--- config.mk ---
export PLATFORM = sky130hd
export DESIGN_NAME = empmf_part
export DESIGN_NICKNAME = d
export VERILOG_FILES = /design/src/design/empmf_pkg.sv /design/src/design/empmf_fifo.sv /design/src/design/empmf_part.sv
export VERILOG_INCLUDE_DIRS = /design/src /design/src/design
export SDC_FILE = /design/constraint.sdc
export NUM_CORES = 1
export LEC_CHECK = 0
export ABC_AREA = 0
export BUFFER_PORTS_ARGS = -buffer_cell sky130_fd_sc_hd__buf_2
export CAP_MARGIN = 20
export CELL_PAD_IN_SITES_DETAIL_PLACEMENT = 1
export CELL_PAD_IN_SITES_GLOBAL_PLACEMENT = 1
export CORE_MARGIN = 1.5
export CORE_UTILIZATION = 45
export DETAILED_ROUTE_END_ITERATION = 12
export PLACE_DENSITY_LB_ADDON = 0.1
export SYNTH_ARGS = -nofsm -noshare
export SYNTH_HDL_FRONTEND = slang
export SYNTH_SLANG_ARGS = --single-unit
--- constraint.sdc ---
create_clock -name clk_in -period 7.2 [get_ports clk_in]
set_input_delay 1.44 -clock clk_in [delete_from_list [all_inputs] [get_ports clk_in]]
set_output_delay 1.44 -clock clk_in [all_outputs]
set_load 0.02 [all_outputs]
--- src/design/empmf_regs.svh ---
`ifndef EMPMF_REGS_SVH
`define EMPMF_REGS_SVH
// part channel setting: 0 means disabled, 1..16 select a channel
`define EMPMF_CH_OFF 5'h00
`define EMPMF_CH_MAX 5'h10
// velocity limits and reset values
`define EMPMF_VEL_MIN 7'h01
`define EMPMF_VEL_MAX 7'h7f
`define EMPMF_VEL_DEF 7'h7f
// transpose limit in semitones and note range
`define EMPMF_XPOSE_LIM 7'sh3c
`define EMPMF_NOTE_TOP 8'sh7f
// transmit enable bit positions
`define EMPMF_EN_PROG 0
`define EMPMF_EN_BANK 1
`define EMPMF_EN_MOD 2
`define EMPMF_EN_BEND 3
`define EMPMF_EN_AFT 4
`define EMPMF_EN_VOL 5
`define EMPMF_EN_SUS 6
`define EMPMF_EN_NOTE 7
// midi status nibbles and controller numbers
`define EMPMF_ST_NOFF 4'h8
`define EMPMF_ST_NON 4'h9
`define EMPMF_ST_CC 4'hb
`define EMPMF_ST_PROG 4'hc
`define EMPMF_ST_AFT 4'hd
`define EMPMF_ST_BEND 4'he
`define EMPMF_CC_BANK_HI 7'h00
`define EMPMF_CC_BANK_LO 7'h20
`define EMPMF_CC_VOL 7'h07
`define EMPMF_CC_SUS 7'h40
// fifo shape
`define EMPMF_FIFO_DEPTH 16
`define EMPMF_FIFO_AW 4
`define EMPMF_MSG_W 24
`endif

--- src/design/empmf_pkg.sv ---
package empmf_pkg;
  // kinds of played event offered to the part
  typedef enum logic [2:0] {
    EMPMF_EV_NOTE_ON,
    EMPMF_EV_NOTE_OFF,
    EMPMF_EV_MOD,
    EMPMF_EV_BEND,
    EMPMF_EV_AFT,
    EMPMF_EV_SUS
  } empmf_ev_t;
  // setup send sequence states
  typedef enum logic [2:0] {
    EMPMF_SQ_IDLE,
    EMPMF_SQ_BANK_HI,
    EMPMF_SQ_BANK_LO,
    EMPMF_SQ_PROG,
    EMPMF_SQ_VOL
  } empmf_seq_t;
endpackage : empmf_pkg

--- src/design/empmf_fifo.sv ---
`include "empmf_regs.svh"
module empmf_fifo #(
  parameter int WIDTH = `EMPMF_MSG_W,
  parameter int DEPTH = `EMPMF_FIFO_DEPTH,
  parameter int AW = `EMPMF_FIFO_AW
) (
  // clock and reset
  input wire logic clk_in,
  input wire logic sys_rst_in,
  // fill side
  input wire logic wr_valid_in,
  output logic wr_ready_out,
  input wire logic [WIDTH-1:0] wr_data_in,
  // drain side
  output logic rd_valid_out,
  input wire logic rd_ready_in,
  output logic [WIDTH-1:0] rd_data_out
);
  logic [WIDTH-1:0] mem_q [DEPTH];
  logic [AW-1:0] wp_q;
  logic [AW-1:0] rp_q;
  logic [AW:0] cnt_q;
  wire do_wr = wr_valid_in && wr_ready_out;
  wire do_rd = rd_valid_out && rd_ready_in;
  // full only once every entry holds a word; an empty fifo always takes
  assign wr_ready_out = (cnt_q < (AW+1)'(DEPTH));
  assign rd_valid_out = (cnt_q != '0);
  assign rd_data_out = mem_q[rp_q];
  // pointers and count
  always_ff @(posedge clk_in) begin
    if (sys_rst_in) begin
      wp_q <= '0;
      rp_q <= '0;
      cnt_q <= '0;
    end else begin
      if (do_wr) wp_q <= wp_q + 1'b1;
      if (do_rd) rp_q <= rp_q + 1'b1;
      cnt_q <= cnt_q + (AW+1)'(do_wr) - (AW+1)'(do_rd);
    end
  end
  // storage written by index
  always_ff @(posedge clk_in) begin
    if (do_wr) mem_q[wp_q] <= wr_data_in;
  end
endmodule : empmf_fifo

--- src/design/empmf_part.sv ---
// Summary of operation
// - channel setting off: the part sends no message at all
// - channel 1..16 enables part; that channel goes in every message
// - note-on dropped when velocity above the upper limit
// - note-on dropped when velocity below the lower limit
// - limit updates that would cross the other limit are refused
// - page-up held while a key is struck learns the upper limit
// - page-down held learns the lower limit; both may learn at once
// - use-played-velocity yes keeps key velocity, no uses default
// - per-part default velocity 1..127, used only when substituting
// - eight transmit enables gate each message type
// - setup select with bank enabled sends upper on cc0, lower on cc32
// - setup select with program enabled sends program change
// - setup select with volume enabled sends cc7 with stored level
// - all part settings stored with setup and restored on selection
// - setup order: bank upper, bank lower, program, volume
// - note numbers offset by signed transpose -60..+60
`include "empmf_regs.svh"
module empmf_part
  import empmf_pkg::*;
(
  // clock and reset
  input wire logic clk_in,
  input wire logic sys_rst_in,
  // setup restore: all settings loaded together
  input wire logic setup_load_in,
  input wire logic [4:0] part_channel_setting_in,
  input wire logic [6:0] vel_upper_in,
  input wire logic [6:0] vel_lower_in,
  input wire logic use_played_vel_in,
  input wire logic [6:0] default_vel_in,
  input wire logic [7:0] transmit_type_selector_in,
  input wire logic [6:0] bank_hi_in,
  input wire logic [6:0] bank_lo_in,
  input wire logic [6:0] program_in,
  input wire logic [6:0] volume_in,
  input wire logic signed [6:0] transpose_in,
  // limit edits from the panel
  input wire logic upper_wr_in,
  input wire logic lower_wr_in,
  input wire logic [6:0] limit_wr_data_in,
  // learn buttons
  input wire logic page_up_held_in,
  input wire logic page_down_held_in,
  // played events
  input wire logic ev_valid_in,
  output logic ev_ready_out,
  input wire logic [2:0] ev_kind_in,
  input wire logic [6:0] ev_d1_in,
  input wire logic [6:0] ev_d2_in,
  input wire logic [6:0] mod_cc_in,
  // outgoing messages: status, data1, data2
  output logic msg_valid_out,
  input wire logic msg_ready_in,
  output logic [23:0] msg_data_out,
  // settings readback
  output logic part_enabled_out,
  output logic [6:0] vel_upper_out,
  output logic [6:0] vel_lower_out,
  output logic seq_busy_out
);
  logic [4:0] chan_q;
  logic [6:0] upper_q, lower_q, defv_q, bank_hi_q, bank_lo_q, prog_q, vol_q;
  logic use_played_q;
  logic [7:0] en_q;
  logic signed [6:0] xpose_q;
  logic [127:0] sent_q;
  logic [127:0] sent_d;
  empmf_seq_t seq_q, seq_d;
  logic sq_go_q;

  // decoded settings and event fields
  wire part_on = (chan_q != `EMPMF_CH_OFF) && (chan_q <= `EMPMF_CH_MAX);
  wire [3:0] chan_nib = 4'(chan_q - 5'h01);
  wire empmf_ev_t ev_kind = empmf_ev_t'(ev_kind_in);
  wire is_on = (ev_kind == EMPMF_EV_NOTE_ON) && (ev_d2_in != 7'h00);
  wire is_off = (ev_kind == EMPMF_EV_NOTE_OFF) ||
    ((ev_kind == EMPMF_EV_NOTE_ON) && (ev_d2_in == 7'h00));
  wire signed [8:0] note_sum = $signed({2'b00, ev_d1_in}) + 9'(xpose_q);
  wire note_ok = (note_sum >= 9'sh000) && (note_sum <= 9'(`EMPMF_NOTE_TOP));
  wire [6:0] note_out = note_sum[6:0];
  wire vel_hi_ok = ev_d2_in <= upper_q;
  wire vel_lo_ok = ev_d2_in >= lower_q;
  wire [6:0] vel_out = use_played_q ? ev_d2_in : defv_q;
  // note-off only after a sent note-on
  wire off_ok = sent_q[note_out];

  // per event decision, type gating
  logic ev_send;
  logic [23:0] ev_msg;
  always_comb begin
    ev_send = 1'b0;
    ev_msg = 24'h000000;
    case (ev_kind)
      EMPMF_EV_NOTE_ON, EMPMF_EV_NOTE_OFF: begin
        if (is_on) begin
          ev_send = en_q[`EMPMF_EN_NOTE] && note_ok && vel_hi_ok && vel_lo_ok;
          ev_msg = {`EMPMF_ST_NON, chan_nib, 1'b0, note_out, 1'b0, vel_out};
        end else begin
          ev_send = note_ok && off_ok;
          ev_msg = {`EMPMF_ST_NOFF, chan_nib, 1'b0, note_out, 8'h40};
        end
      end
      EMPMF_EV_MOD: begin
        ev_send = en_q[`EMPMF_EN_MOD];
        ev_msg = {`EMPMF_ST_CC, chan_nib, 1'b0, mod_cc_in, 1'b0, ev_d2_in};
      end
      EMPMF_EV_BEND: begin
        ev_send = en_q[`EMPMF_EN_BEND];
        ev_msg = {`EMPMF_ST_BEND, chan_nib, 1'b0, ev_d1_in, 1'b0, ev_d2_in};
      end
      EMPMF_EV_AFT: begin
        ev_send = en_q[`EMPMF_EN_AFT];
        ev_msg = {`EMPMF_ST_AFT, chan_nib, 1'b0, ev_d2_in, 8'h00};
      end
      EMPMF_EV_SUS: begin
        ev_send = en_q[`EMPMF_EN_SUS];
        ev_msg = {`EMPMF_ST_CC, chan_nib, 1'b0, `EMPMF_CC_SUS, 1'b0, ev_d2_in};
      end
      default: begin
        ev_send = 1'b0;
        ev_msg = 24'h000000;
      end
    endcase
  end

  // setup sequence message
  logic [23:0] sq_msg;
  always_comb begin
    case (seq_q)
      EMPMF_SQ_BANK_HI: sq_msg = {`EMPMF_ST_CC, chan_nib, 1'b0, `EMPMF_CC_BANK_HI, 1'b0, bank_hi_q};
      EMPMF_SQ_BANK_LO: sq_msg = {`EMPMF_ST_CC, chan_nib, 1'b0, `EMPMF_CC_BANK_LO, 1'b0, bank_lo_q};
      EMPMF_SQ_PROG: sq_msg = {`EMPMF_ST_PROG, chan_nib, 1'b0, prog_q, 8'h00};
      EMPMF_SQ_VOL: sq_msg = {`EMPMF_ST_CC, chan_nib, 1'b0, `EMPMF_CC_VOL, 1'b0, vol_q};
      default: sq_msg = 24'h000000;
    endcase
  end

  function automatic empmf_seq_t nxt(input empmf_seq_t s, input logic [7:0] en);
    empmf_seq_t r;
    r = EMPMF_SQ_IDLE;
    case (s)
      EMPMF_SQ_IDLE: r = en[`EMPMF_EN_BANK] ? EMPMF_SQ_BANK_HI :
        en[`EMPMF_EN_PROG] ? EMPMF_SQ_PROG : en[`EMPMF_EN_VOL] ? EMPMF_SQ_VOL : EMPMF_SQ_IDLE;
      EMPMF_SQ_BANK_HI: r = EMPMF_SQ_BANK_LO;
      EMPMF_SQ_BANK_LO: r = en[`EMPMF_EN_PROG] ? EMPMF_SQ_PROG :
        en[`EMPMF_EN_VOL] ? EMPMF_SQ_VOL : EMPMF_SQ_IDLE;
      EMPMF_SQ_PROG: r = en[`EMPMF_EN_VOL] ? EMPMF_SQ_VOL : EMPMF_SQ_IDLE;
      default: r = EMPMF_SQ_IDLE;
    endcase
    return r;
  endfunction : nxt

  // fifo feed: sequence has priority, events stall meanwhile
  wire sq_active = (seq_q != EMPMF_SQ_IDLE);
  wire fifo_ready;
  wire ev_push = !sq_active && part_on && ev_valid_in && ev_send;
  wire push = part_on && (sq_active || ev_push);
  wire [23:0] push_msg = sq_active ? sq_msg : ev_msg;
  assign ev_ready_out = !sq_active && !setup_load_in && !sq_go_q &&
    (fifo_ready || !part_on || !ev_send);
  wire ev_take = ev_valid_in && ev_ready_out;
  wire ev_pass = ev_take && part_on && ev_send;

  always_comb begin
    seq_d = seq_q;
    if (sq_go_q) seq_d = part_on ? nxt(EMPMF_SQ_IDLE, en_q) : EMPMF_SQ_IDLE;
    else if (sq_active && (fifo_ready || !part_on)) seq_d = nxt(seq_q, en_q);
  end

  // record of keys whose note-on went out
  always_comb begin
    sent_d = sent_q;
    if (ev_pass && is_on) sent_d[note_out] = 1'b1;
    if (ev_pass && is_off) sent_d[note_out] = 1'b0;
    if (!part_on) sent_d = '0;
  end

  wire up_wr_ok = upper_wr_in && (limit_wr_data_in >= lower_q) &&
    (limit_wr_data_in >= `EMPMF_VEL_MIN);
  wire lo_wr_ok = lower_wr_in && (limit_wr_data_in <= upper_q) &&
    (limit_wr_data_in >= `EMPMF_VEL_MIN);
  // learn from struck velocity, simultaneous learn sets both
  wire strike = ev_take && is_on;
  wire up_learn = strike && page_up_held_in &&
    (page_down_held_in || ev_d2_in >= lower_q);
  wire lo_learn = strike && page_down_held_in &&
    (page_up_held_in || ev_d2_in <= upper_q);

  // settings restored on setup select, channel stored
  always_ff @(posedge clk_in) begin
    if (sys_rst_in) begin
      chan_q <= `EMPMF_CH_OFF;
      upper_q <= `EMPMF_VEL_MAX;
      lower_q <= `EMPMF_VEL_MIN;
      use_played_q <= 1'b1;
      defv_q <= `EMPMF_VEL_DEF;
      en_q <= 8'h00;
      bank_hi_q <= 7'h00;
      bank_lo_q <= 7'h00;
      prog_q <= 7'h00;
      vol_q <= `EMPMF_VEL_MAX;
      xpose_q <= 7'sh00;
    end else if (setup_load_in) begin
      chan_q <= part_channel_setting_in;
      upper_q <= vel_upper_in;
      lower_q <= vel_lower_in;
      use_played_q <= use_played_vel_in;
      defv_q <= (default_vel_in == 7'h00) ? `EMPMF_VEL_MIN : default_vel_in;
      en_q <= transmit_type_selector_in;
      bank_hi_q <= bank_hi_in;
      bank_lo_q <= bank_lo_in;
      prog_q <= program_in;
      vol_q <= volume_in;
      xpose_q <= (transpose_in > `EMPMF_XPOSE_LIM) ? `EMPMF_XPOSE_LIM :
        (transpose_in < -`EMPMF_XPOSE_LIM) ? -`EMPMF_XPOSE_LIM : transpose_in;
    end else begin
      if (up_learn) upper_q <= ev_d2_in;
      else if (up_wr_ok) upper_q <= limit_wr_data_in;
      if (lo_learn) lower_q <= ev_d2_in;
      else if (lo_wr_ok) lower_q <= limit_wr_data_in;
    end
  end

  // sequence state and note record
  always_ff @(posedge clk_in) begin
    if (sys_rst_in) begin
      seq_q <= EMPMF_SQ_IDLE;
      sq_go_q <= 1'b0;
      sent_q <= '0;
    end else begin
      seq_q <= seq_d;
      sq_go_q <= setup_load_in;
      sent_q <= setup_load_in ? '0 : sent_d;
    end
  end

  empmf_fifo #(
    .WIDTH(`EMPMF_MSG_W),
    .DEPTH(`EMPMF_FIFO_DEPTH),
    .AW(`EMPMF_FIFO_AW)
  ) u_fifo (
    .clk_in(clk_in),
    .sys_rst_in(sys_rst_in),
    .wr_valid_in(push),
    .wr_ready_out(fifo_ready),
    .wr_data_in(push_msg),
    .rd_valid_out(msg_valid_out),
    .rd_ready_in(msg_ready_in),
    .rd_data_out(msg_data_out)
  );

  // readback
  assign part_enabled_out = part_on;
  assign vel_upper_out = upper_q;
  assign vel_lower_out = lower_q;
  assign seq_busy_out = sq_active || sq_go_q;
endmodule : empmf_part

[Yosys cells after proc, flatten, opt, wreduce, memory -nomap -nowiden]
Memories as Yosys holds them, arrays and structs flattened. A register that Yosys moved wholly into a read port is not among the register bits.
Index checks and enable logic that the tools add are counted.
Word-level totals
  output and inout bits: 42
  RAM bits: 384
  memories: 1
  bits of input ports: 110
  flip-flop bits (word level): 215
  word-level logic and storage cells: 141
Operators by class
  order comparisons: 13
  eq/ne operators: 9
  $add $sub $neg: 6
  bitwise logic cells: 4
  reduce and logical (&&, ||, !) cells: 58
  mux-type cells: 33
Memories
  u_fifo.mem_q: depth 16, width 24, rd ports 1, clocked after memory_dff 1, wr ports 1, line empmf_fifo.sv:19  | logic [WIDTH-1:0] mem_q [DEPTH];
Operators with widths (number)
  $mux W128: 2
  $and A128 B128 Y128: 1
  $not A128 Y128: 1
  $or A128 B128 Y128: 1
  $pmux W24 S5: 1
  $pmux W24 S4: 1
  $mux W7: 10
  $logic_and A1 B1 Y1: 33
  $mux W24: 1
  $mux W21: 1
  $mux W3: 6
  $ge A7 B1 Y1 const B: 2
  $ge A7 B7 Y1: 2
  $le A7 B7 Y1: 2
  $logic_not A7 Y1: 2
  $eq A3 B2 Y1 const B: 4
  $pmux W3 S4: 1
  $reduce_bool A5 Y1: 2
  $add A8 B7 Y9: 1
  $eq A3 B3 Y1 const B: 3
  $ge A9 B1 Y1 const B: 1
  $le A9 B8 Y1 const B: 1
  $reduce_bool A3 Y1: 3
  $add A4 B1 Y4 const B: 2
  22 further kinds: 39

[Depth between registers and ports, before layout]
Gate-level depths: netlist of run 1.
  word-level depth: 18
  depth in mapped cells: 21
  depth with buffers taken out: 18

[Cells and area by module]
Synthesis of run 1 repeated with hierarchy kept, for this count alone.
Second synthesis, totals
  cell total of the unflattened synthesis: 2016
  area total of the unflattened synthesis: 26835.7 um2
Modules (own cells, without submodules)
  empmf_fifo: instances 1, cells an instance 694, seq. area each 11871.4 um2, area each 15250.9 um2
  empmf_part: instances 1, cells an instance 1322, seq. area each 4043.9 um2, area each 11584.9 um2

[Worst setup path before layout of run 1]
OpenSTA, ideal clock, no wires.
  path type: input-to-output
  start: input port ev_d1_in[0]
  end: output port ev_ready_out
  required time: 5.760 ns
  stages on the path: 14
  arrival time: 4.616 ns
  buffers on the path: 0
  setup slack: 1.144 ns
  cell sequence: ha_1 > inv_1 > fa_1 > nand2b_1 > a21oi_1 > mux2_2 > nor2_4 > mux4_2 > nor3_1 > a31oi_1 > a21oi_2 > or2b_1 > a21oi_1 > nor3_1
Between the ends
  longest elaborated chain between the ends: 11
  elaborated cells on any way between the ends: 15
  those cells by class: add/sub (1); order compare (2); mux (4); reduce/logical (8)
Ends and longest elaborated chain
  start: declaration: line empmf_part.sv:49  | input wire logic [6:0] ev_d1_in,
  $add A8 B7 Y9 (*): line empmf_part.sv:79  | wire signed [8:0] note_sum = $signed({2'b00, ev_d1_in}) + 9'(xpose_q);
  parallel branches: the longest is 5 deep, another holds $bmux W1 S7
  $mux W1 (*): line empmf_part.sv:96  | if (is_on) begin
  $pmux W1 S5 (*): line empmf_part.sv:94  | case (ev_kind)
  $logic_not A1 Y1 (*): line empmf_part.sv:161  | (fifo_ready || !part_on || !ev_send);
  $logic_or A1 B1 Y1 (*): line empmf_part.sv:161
  $logic_and A1 B1 Y1 (*): line empmf_part.sv:160  | assign ev_ready_out = !sq_active && !setup_load_in && !sq_go_q &&
  end: declaration: line empmf_part.sv:47  | output logic ev_ready_out,
Mark *: on every way between the ends. The select of a mux whose other input is x is not followed.

[Worst setup path in the final report of run 1]
Same ends and word-level chain as after synthesis.

==> results.py, run 1 <==
metrics = {
    "logic_synthesis": {
        "netlist.area_leader.share_pct": 41.7,
        "netlist_instances": 1950,
        "ys_warn_count": 0,
        "synth-seq-area-share_pct": 59.1,
        "ys_types": 77,
        "synth_edf_count": 352,
        "ys_async_sr_fraction_pct": 0,
        "synthFlopType": "edfxtp_1",
        "synthTopCellsByCount": "edfxtp_1 (352), nor2_1 (264), dfxtp_1 (219)",
        "syn-cell-area_um2": 25300,
        "yosysMostFrequentCell": "edfxtp_1",
        "ys_top_cells_by_area": "edfxtp_1 (42%), dfxtp_1 (17%), mux4_2 (11%)",
        "postSynthAreaPerCell_um2": 13.0,
        "synth_seq_cells": 571,
        "yosys.area.top_type": "edfxtp_1",
    },
    "drt": {
        "first_iter_violations": 1198,
        "drtPass1Iterations": 5,
        "via_per_inst": 5.87,
        "vias": 17000,
        "routed_wl_mm": 73.1,
        "drc_errors": 0,
        "avgRoutedWirePerCell_um": 25.3,
        "ant_nets": 0,
    },
    "clock_tree": {
        "cts.sinks": 571,
        "cts.reportedPaths.clkPinSlew_ns": 0.06,
        "clock_tree.root_cell": "clkbuf_16",
        "postCtsSetupBuffers": 0,
        "cts-resized-gates": 0,
        "htreeDepth": 2,
        "clk_latency_ns": 0.64,
        "cts_buffers": 58,
        "cts_tree": "yes",
        "cts_buffer_depth": 3,
        "cts_hold_buf": 0,
    },
    "worst_setup_path": {
        "required_ns": 5.76,
        "arrival_ns": 5.25,
        "cp_max_fo": 6,
        "end_kind": "primary output",
        "startpoint_type": "input port",
        "path_class": "in -> out",
    },
    "die": {
        "die_width_um": 240,
        "die_y_um": 240,
        "row_count": 86,
        "io_pins": 152,
        "dieArea_um2": 57700,
        "core_um2": 55300,
        "start_util_pct": 45.8,
    },
    "timing": {
        "post-route-period-util_pct": 92.9,
        "tightest_slew_ns": 1.10,
        "drv_slew": 0,
        "holdWs_ns": 0.476,
        "relSlewSlack_pct": 26.7,
        "setup_viol": 0,
        "fmax_mhz": 150,
        "fin_ws_ns": 0.512,
        "clock_skew_ns": 0.0257,
        "hold_viol_final": 0,
        "finalSetupTns_ns": 0,
        "rsz0062_at_grt": "no",
        "min_period_ns": 6.69,
    },
    "flow_run": {
        "maxCapViolations": 0,
    },
    "layout": {
        "design_area_um2": 28900,
        "final_util_pct": 52.2,
        "drive_gt1_share_pct": 21.5,
        "layout.nets": 2259,
        "largest_reg_flops": 352,
        "num-fill-cells": 5648,
        "syn_to_final_growth_pct": 14.0,
        "regMostFlops": "u_fifo.mem_q",
        "top_regs": "u_fifo.mem_q (352), sent_q (128), en_q (8)",
    },
    "grt": {
        "antenna_found_initial": 2,
        "grt_pass1_vias": 17800,
        "grt_max_degree": 81,
        "grt-ovfl-total": 0,
        "grt_pass1_wl_mm": 111,
        "grtUsageTotal_pct": 25.7,
    },
    "placement": {
        "gp_congestion": 0.836,
        "post-place-ws_ns": 0.503,
        "portBuffers": 149,
        "hpwlAfterDp_mm": 46.6,
        "place_area_um2": 26800,
    },
    "power": {
        "leakage_nw": 10.3,
        "peakVddDrop_uv": 182,
        "powerDensity_nw_per_um2": 290,
    },
    "run_status": {
        "status": "finished, final reports clean",
    },
    "min_path": {
        "hold_class": "reg -> reg",
    },
}
cell families after synthesis:
| family | synth area share, % |
|---|---|
| other | 0.0148 |
| AO/OA/AOI/OAI | 11.0 |
| XOR/XNOR | 0.647 |
| AND/OR/NAND/NOR | 8.15 |
| adder cells (fa/ha/maj) | 2.63 |
| multiplexers | 15.2 |
| flip-flops | 59.1 |
| buffers and inverters | 3.32 |
cell type report:
type | count | area [um^2] | share of cell area [%]
flip-flops and latches | 571 | 15000 | 51.8
multi-input cells | 1214 | 9540 | 33.1
clock buffers | 87 | 1710 | 5.93
repair buffers | 211 | 1280 | 4.44
well taps | 748 | 936 | 3.24
clock inverters | 21 | 280 | 0.971
inverters | 41 | 154 | 0.533
diodes | 1 | 2.50 | 0.00867
worst max-delay path, stage by stage:
cell and delay (ns):
buf_2 0.09, ha_1 0.18, inv_1 0.06, fa_1 0.49, nand2b_1 0.24, a21oi_1 0.25, mux2_2 0.41, nor2_4 0.22
buf_4 0.19, mux4_2 0.29, o21ai_1 0.15, o311ai_1 0.20, a21oi_2 0.32, or2b_1 0.14, a21oi_1 0.06, nor3_1 0.29
buf_2 0.23
cells in the final DEF (no fill, tap or decap), drive strengths merged, types with 6 or more instances in the layout:
cell type | netlist | layout
edfxtp | 352 | 352
nor2 | 266 | 266
dfxtp | 219 | 219
buf | 53 | 211
a21oi | 165 | 165
o21ai | 160 | 160
mux4 | 133 | 133
nand2 | 87 | 87
clkbuf | 72 | 87
mux2i | 71 | 71
ha | 50 | 50
inv | 41 | 41
a22oi | 21 | 21
and3 | 18 | 18
clkinv | 0 | 16
a221o | 15 | 15
a21o | 15 | 15
nor2b | 12 | 12
nor3 | 12 | 12
a31oi | 11 | 11
a211oi | 11 | 11
mux2 | 10 | 10
a2111oi | 10 | 10
and2 | 10 | 10
a21boi | 9 | 9
nand3 | 9 | 9
nand4 | 9 | 9
xnor2 | 9 | 9
o21a | 8 | 8
o221ai | 8 | 8
nand2b | 8 | 8
xor2 | 8 | 8
nor4b | 7 | 7
or4 | 6 | 6
metrics by stage:
stage | power, mW | cells
6_report | 8.38 | 2894
4_1_cts | 8.47 | 2883
3_5_place_dp | 5.34 | 2775
3_3_place_gp | 5.29 | 2772
2_1_floorplan | 4.85 | 1951
5_1_grt | 8.71 | 2894
path summary, 6_finish.rpt:
check	start	to	slack, ns	depth (start not counted)
setup / recovery	ev_d1_in[0]	ev_ready_out	0.51	17
hold / removal	vol_q[6]	vol_q[6]	0.48	2
setup reg to reg	xpose_q[0]	u_fifo.mem_q[13][4]	1.83	15
hold reg to reg	vol_q[6]	vol_q[6]	0.48	2
where the power goes:
group	switching, mW	leakage, nW	internal, mW
Clock	1.30	0.986	1.82
Sequential	0.137	4.98	3.58
Combinational	0.838	4.31	0.700
routing by layer:
layer  part of all wire [%]  vias up  routed length, um  global-route usage (%)
li1                       -     7697                  -                       -
met1                     44     8757              31800                    34.2
met2                     50      422              36700                    44.4
met3                    4.3      115               3110                    3.50
met4                    2.0        2               1470                    6.25
met5                  0.018        -                 13                       0
Power figures use the tool's default switching activity.
==> run 2, diff against run 1 <==
Settings changed: ABC_AREA 0 to 1, GPL_TIMING_DRIVEN set to 0, SLEW_MARGIN set to 10.
==> results.py, run 2 <==
metrics = {
    "grt": {
        "grt_pass1_vias": 26100,
        "antenna_found_initial": 1,
        "grtUsageTotal_pct": 32.9,
        "grt-ovfl-total": 0,
        "grt_pass1_wl_mm": 156,
        "grt_max_degree": 23,
    },
    "drt": {
        "first_iter_violations": 1859,
        "routed_wl_mm": 104,
        "drc_errors": 0,
        "ant_nets": 0,
        "drtPass1Iterations": 5,
        "avgRoutedWirePerCell_um": 24.7,
        "via_per_inst": 5.83,
        "vias": 24500,
    },
    "logic_synthesis": {
        "netlist_instances": 3136,
        "ys_async_sr_fraction_pct": 0,
        "synthFlopType": "edfxtp_1",
        "synthTopCellsByCount": "nand2_1 (620), inv_1 (362), edfxtp_1 (352)",
        "ys_top_cells_by_area": "edfxtp_1 (38%), dfxtp_1 (16%), nand2_1 (8.4%)",
        "netlist.area_leader.share_pct": 38.3,
        "postSynthAreaPerCell_um2": 8.81,
        "yosysMostFrequentCell": "nand2_1",
        "yosys.area.top_type": "edfxtp_1",
        "synth_seq_cells": 571,
        "syn-cell-area_um2": 27600,
        "ys_warn_count": 0,
        "synth-seq-area-share_pct": 54.1,
        "synth_edf_count": 352,
        "ys_types": 57,
    },
    "timing": {
        "post-route-period-util_pct": 92.4,
        "clock_skew_ns": 0.0264,
        "min_period_ns": 6.65,
        "tightest_slew_ns": 1.18,
        "fmax_mhz": 150,
        "hold_viol_final": 0,
        "fin_ws_ns": 0.548,
        "setup_viol": 0,
        "drv_slew": 0,
        "relSlewSlack_pct": 21.2,
        "rsz0062_at_grt": "no",
    },
    "worst_setup_path": {
        "arrival_ns": 5.21,
        "cp_cell_sequence": "buf_2 -> ha_1 -> inv_1 -> fa_1 -> buf_2 -> buf_1 -> nand2_1 -> nand2_1 -> nand2_1 -> nand2_1 -> inv_2 -> nor2_1 -> a21oi_1 -> nand4_1 -> nand2_1 -> nand2_1 -> nand2_2 -> a21oi_4 -> clkbuf_1 -> buf_2",
        "end_kind": "primary output",
        "max_stage_delay_ns": 0.60,
        "cp_common_cell": "nand2_1",
        "cp_top_family": "buffers and inverters",
        "startpoint_type": "input port",
        "cp_max_fo": 10,
        "critPathSlowestCell": "buf_1",
        "path_class": "in -> out",
        "worst-path-buf-inv": 7,
        "required_ns": 5.76,
    },
    "clock_tree": {
        "cts.sinks": 571,
        "clock_tree.root_cell": "clkbuf_16",
        "htreeDepth": 2,
        "cts-resized-gates": 0,
        "cts_buffer_depth": 3,
        "cts_buffers": 61,
        "cts_tree": "yes",
        "cts.reportedPaths.clkPinSlew_ns": 0.06,
        "clk_latency_ns": 0.67,
        "cts_hold_buf": 0,
        "postCtsSetupBuffers": 0,
    },
    "layout": {
        "final_cells": 4207,
        "syn_to_final_growth_pct": 16.4,
        "layout_commonest_cell": "nand2_1",
        "largest_reg_flops": 352,
        "regMostFlops": "u_fifo.mem_q",
        "final_cell_mix": "nand2_1 (620), inv_1 (362), edfxtp_1 (352)",
        "design_area_um2": 32200,
        "layout.nets": 3533,
        "top_regs": "u_fifo.mem_q (352), sent_q (128), en_q (8)",
        "drive_gt1_share_pct": 10.8,
    },
    "run_status": {
        "status": "finished, final reports clean",
    },
    "die": {
        "core_um2": 60500,
        "io_pins": 152,
        "start_util_pct": 45.7,
        "die_width_um": 251,
        "dieArea_um2": 62900,
        "die_y_um": 251,
        "row_count": 90,
    },
    "power": {
        "peakVddDrop_uv": 212,
        "powerDensity_nw_per_um2": 321,
        "p_total_mw": 10.3,
        "leakage_nw": 12.0,
    },
    "min_path": {
        "hold_class": "reg -> reg",
    },
    "flow_run": {
        "maxCapViolations": 0,
    },
    "placement": {
        "gp_congestion": 0.874,
        "place_area_um2": 29900,
        "portBuffers": 147,
        "hpwlAfterDp_mm": 71.8,
        "dp_cells": 4088,
        "post-place-ws_ns": 0.541,
    },
}
-- run 2: routing by layer --
layer / vias up / part of all wire (%) / wire length [um] / global-route usage, %
met5: - / 0 / 0 / 0
met1: 12200 / 39 / 41000 / 39.2
met3: 293 / 5.2 / 5440 / 4.56
met2: 870 / 50 / 52200 / 58.3
met4: 0 / 5.2 / 5430 / 16.0
li1: 11200 / - / - / -
-- run 2: worst paths after layout --
| check | slack [ns] | start | end | depth (start not counted) |
|---|---|---|---|---|
| setup reg to reg | 1.80 | xpose_q[0] | u_fifo.mem_q[13][12] | 23 |
| hold / removal | 0.44 | sent_q[10] | sent_q[10] | 2 |
| setup / recovery | 0.55 | ev_d1_in[0] | ev_ready_out | 20 |
| hold reg to reg | 0.44 | sent_q[10] | sent_q[10] | 2 |
-- run 2: worst reg2reg max path, cell delays in order (launching register included) --
cell and delay (ns):
dfxtp_1 0.38, ha_1 0.23, inv_1 0.07, fa_1 0.47, buf_2 0.26, clkinv_1 0.26, buf_2 0.30, nand2_1 0.12
nand2_1 0.06, nand2_1 0.06, nand2_1 0.05, nand2_1 0.06, nand3_1 0.08, a21oi_1 0.25, nand4_1 0.28, nand2_1 0.13
nand2_1 0.07, nand2_2 0.10, nand2_1 0.11, nand2_1 0.10, nand3_1 0.19, inv_1 0.23, nand2_1 0.28, nor2_4 0.84
-- run 2: cell type report --
cell class	instances	area, um^2
Antenna cell	1	2.50
Buffer	188	862
Clock buffer	74	1660
Clock inverter	42	581
Fill cell	7037	28300
Inverter	371	1390
Multi-Input combinational cell	2007	10600
Sequential cell	571	15000
Tap cell	782	978
Timing Repair Buffer	171	1180
-- run 2: cell families after synthesis --
kind of cell,share of synthesized area (%)
flops,54.1
buf+inv,8.16
other cells,0.0136
fa+ha+maj,2.41
xor+xnor,0.222
mux,3.19
compound gates,13.4
simple gates,18.5
-- run 2: through the flow --
stage	hold slack [ns]	util [%]	setup TNS, ns
global route	0.455	53.2	0
global placement	0.425	48.5	-137.88
floorplan	0.417	-	0
CTS	0.440	53.1	0
detailed placement	0.431	49.4	0
finish	0.438	53.2	0
-- run 2: report_power, final --
part | internal [mW] | switching, mW | leakage (nW) | total [mW]
Clock | 2.08 | 1.44 | 1.09 | 3.52
Sequential | 3.94 | 0.0568 | 4.99 | 4.00
Combinational | 0.716 | 2.11 | 5.89 | 2.83
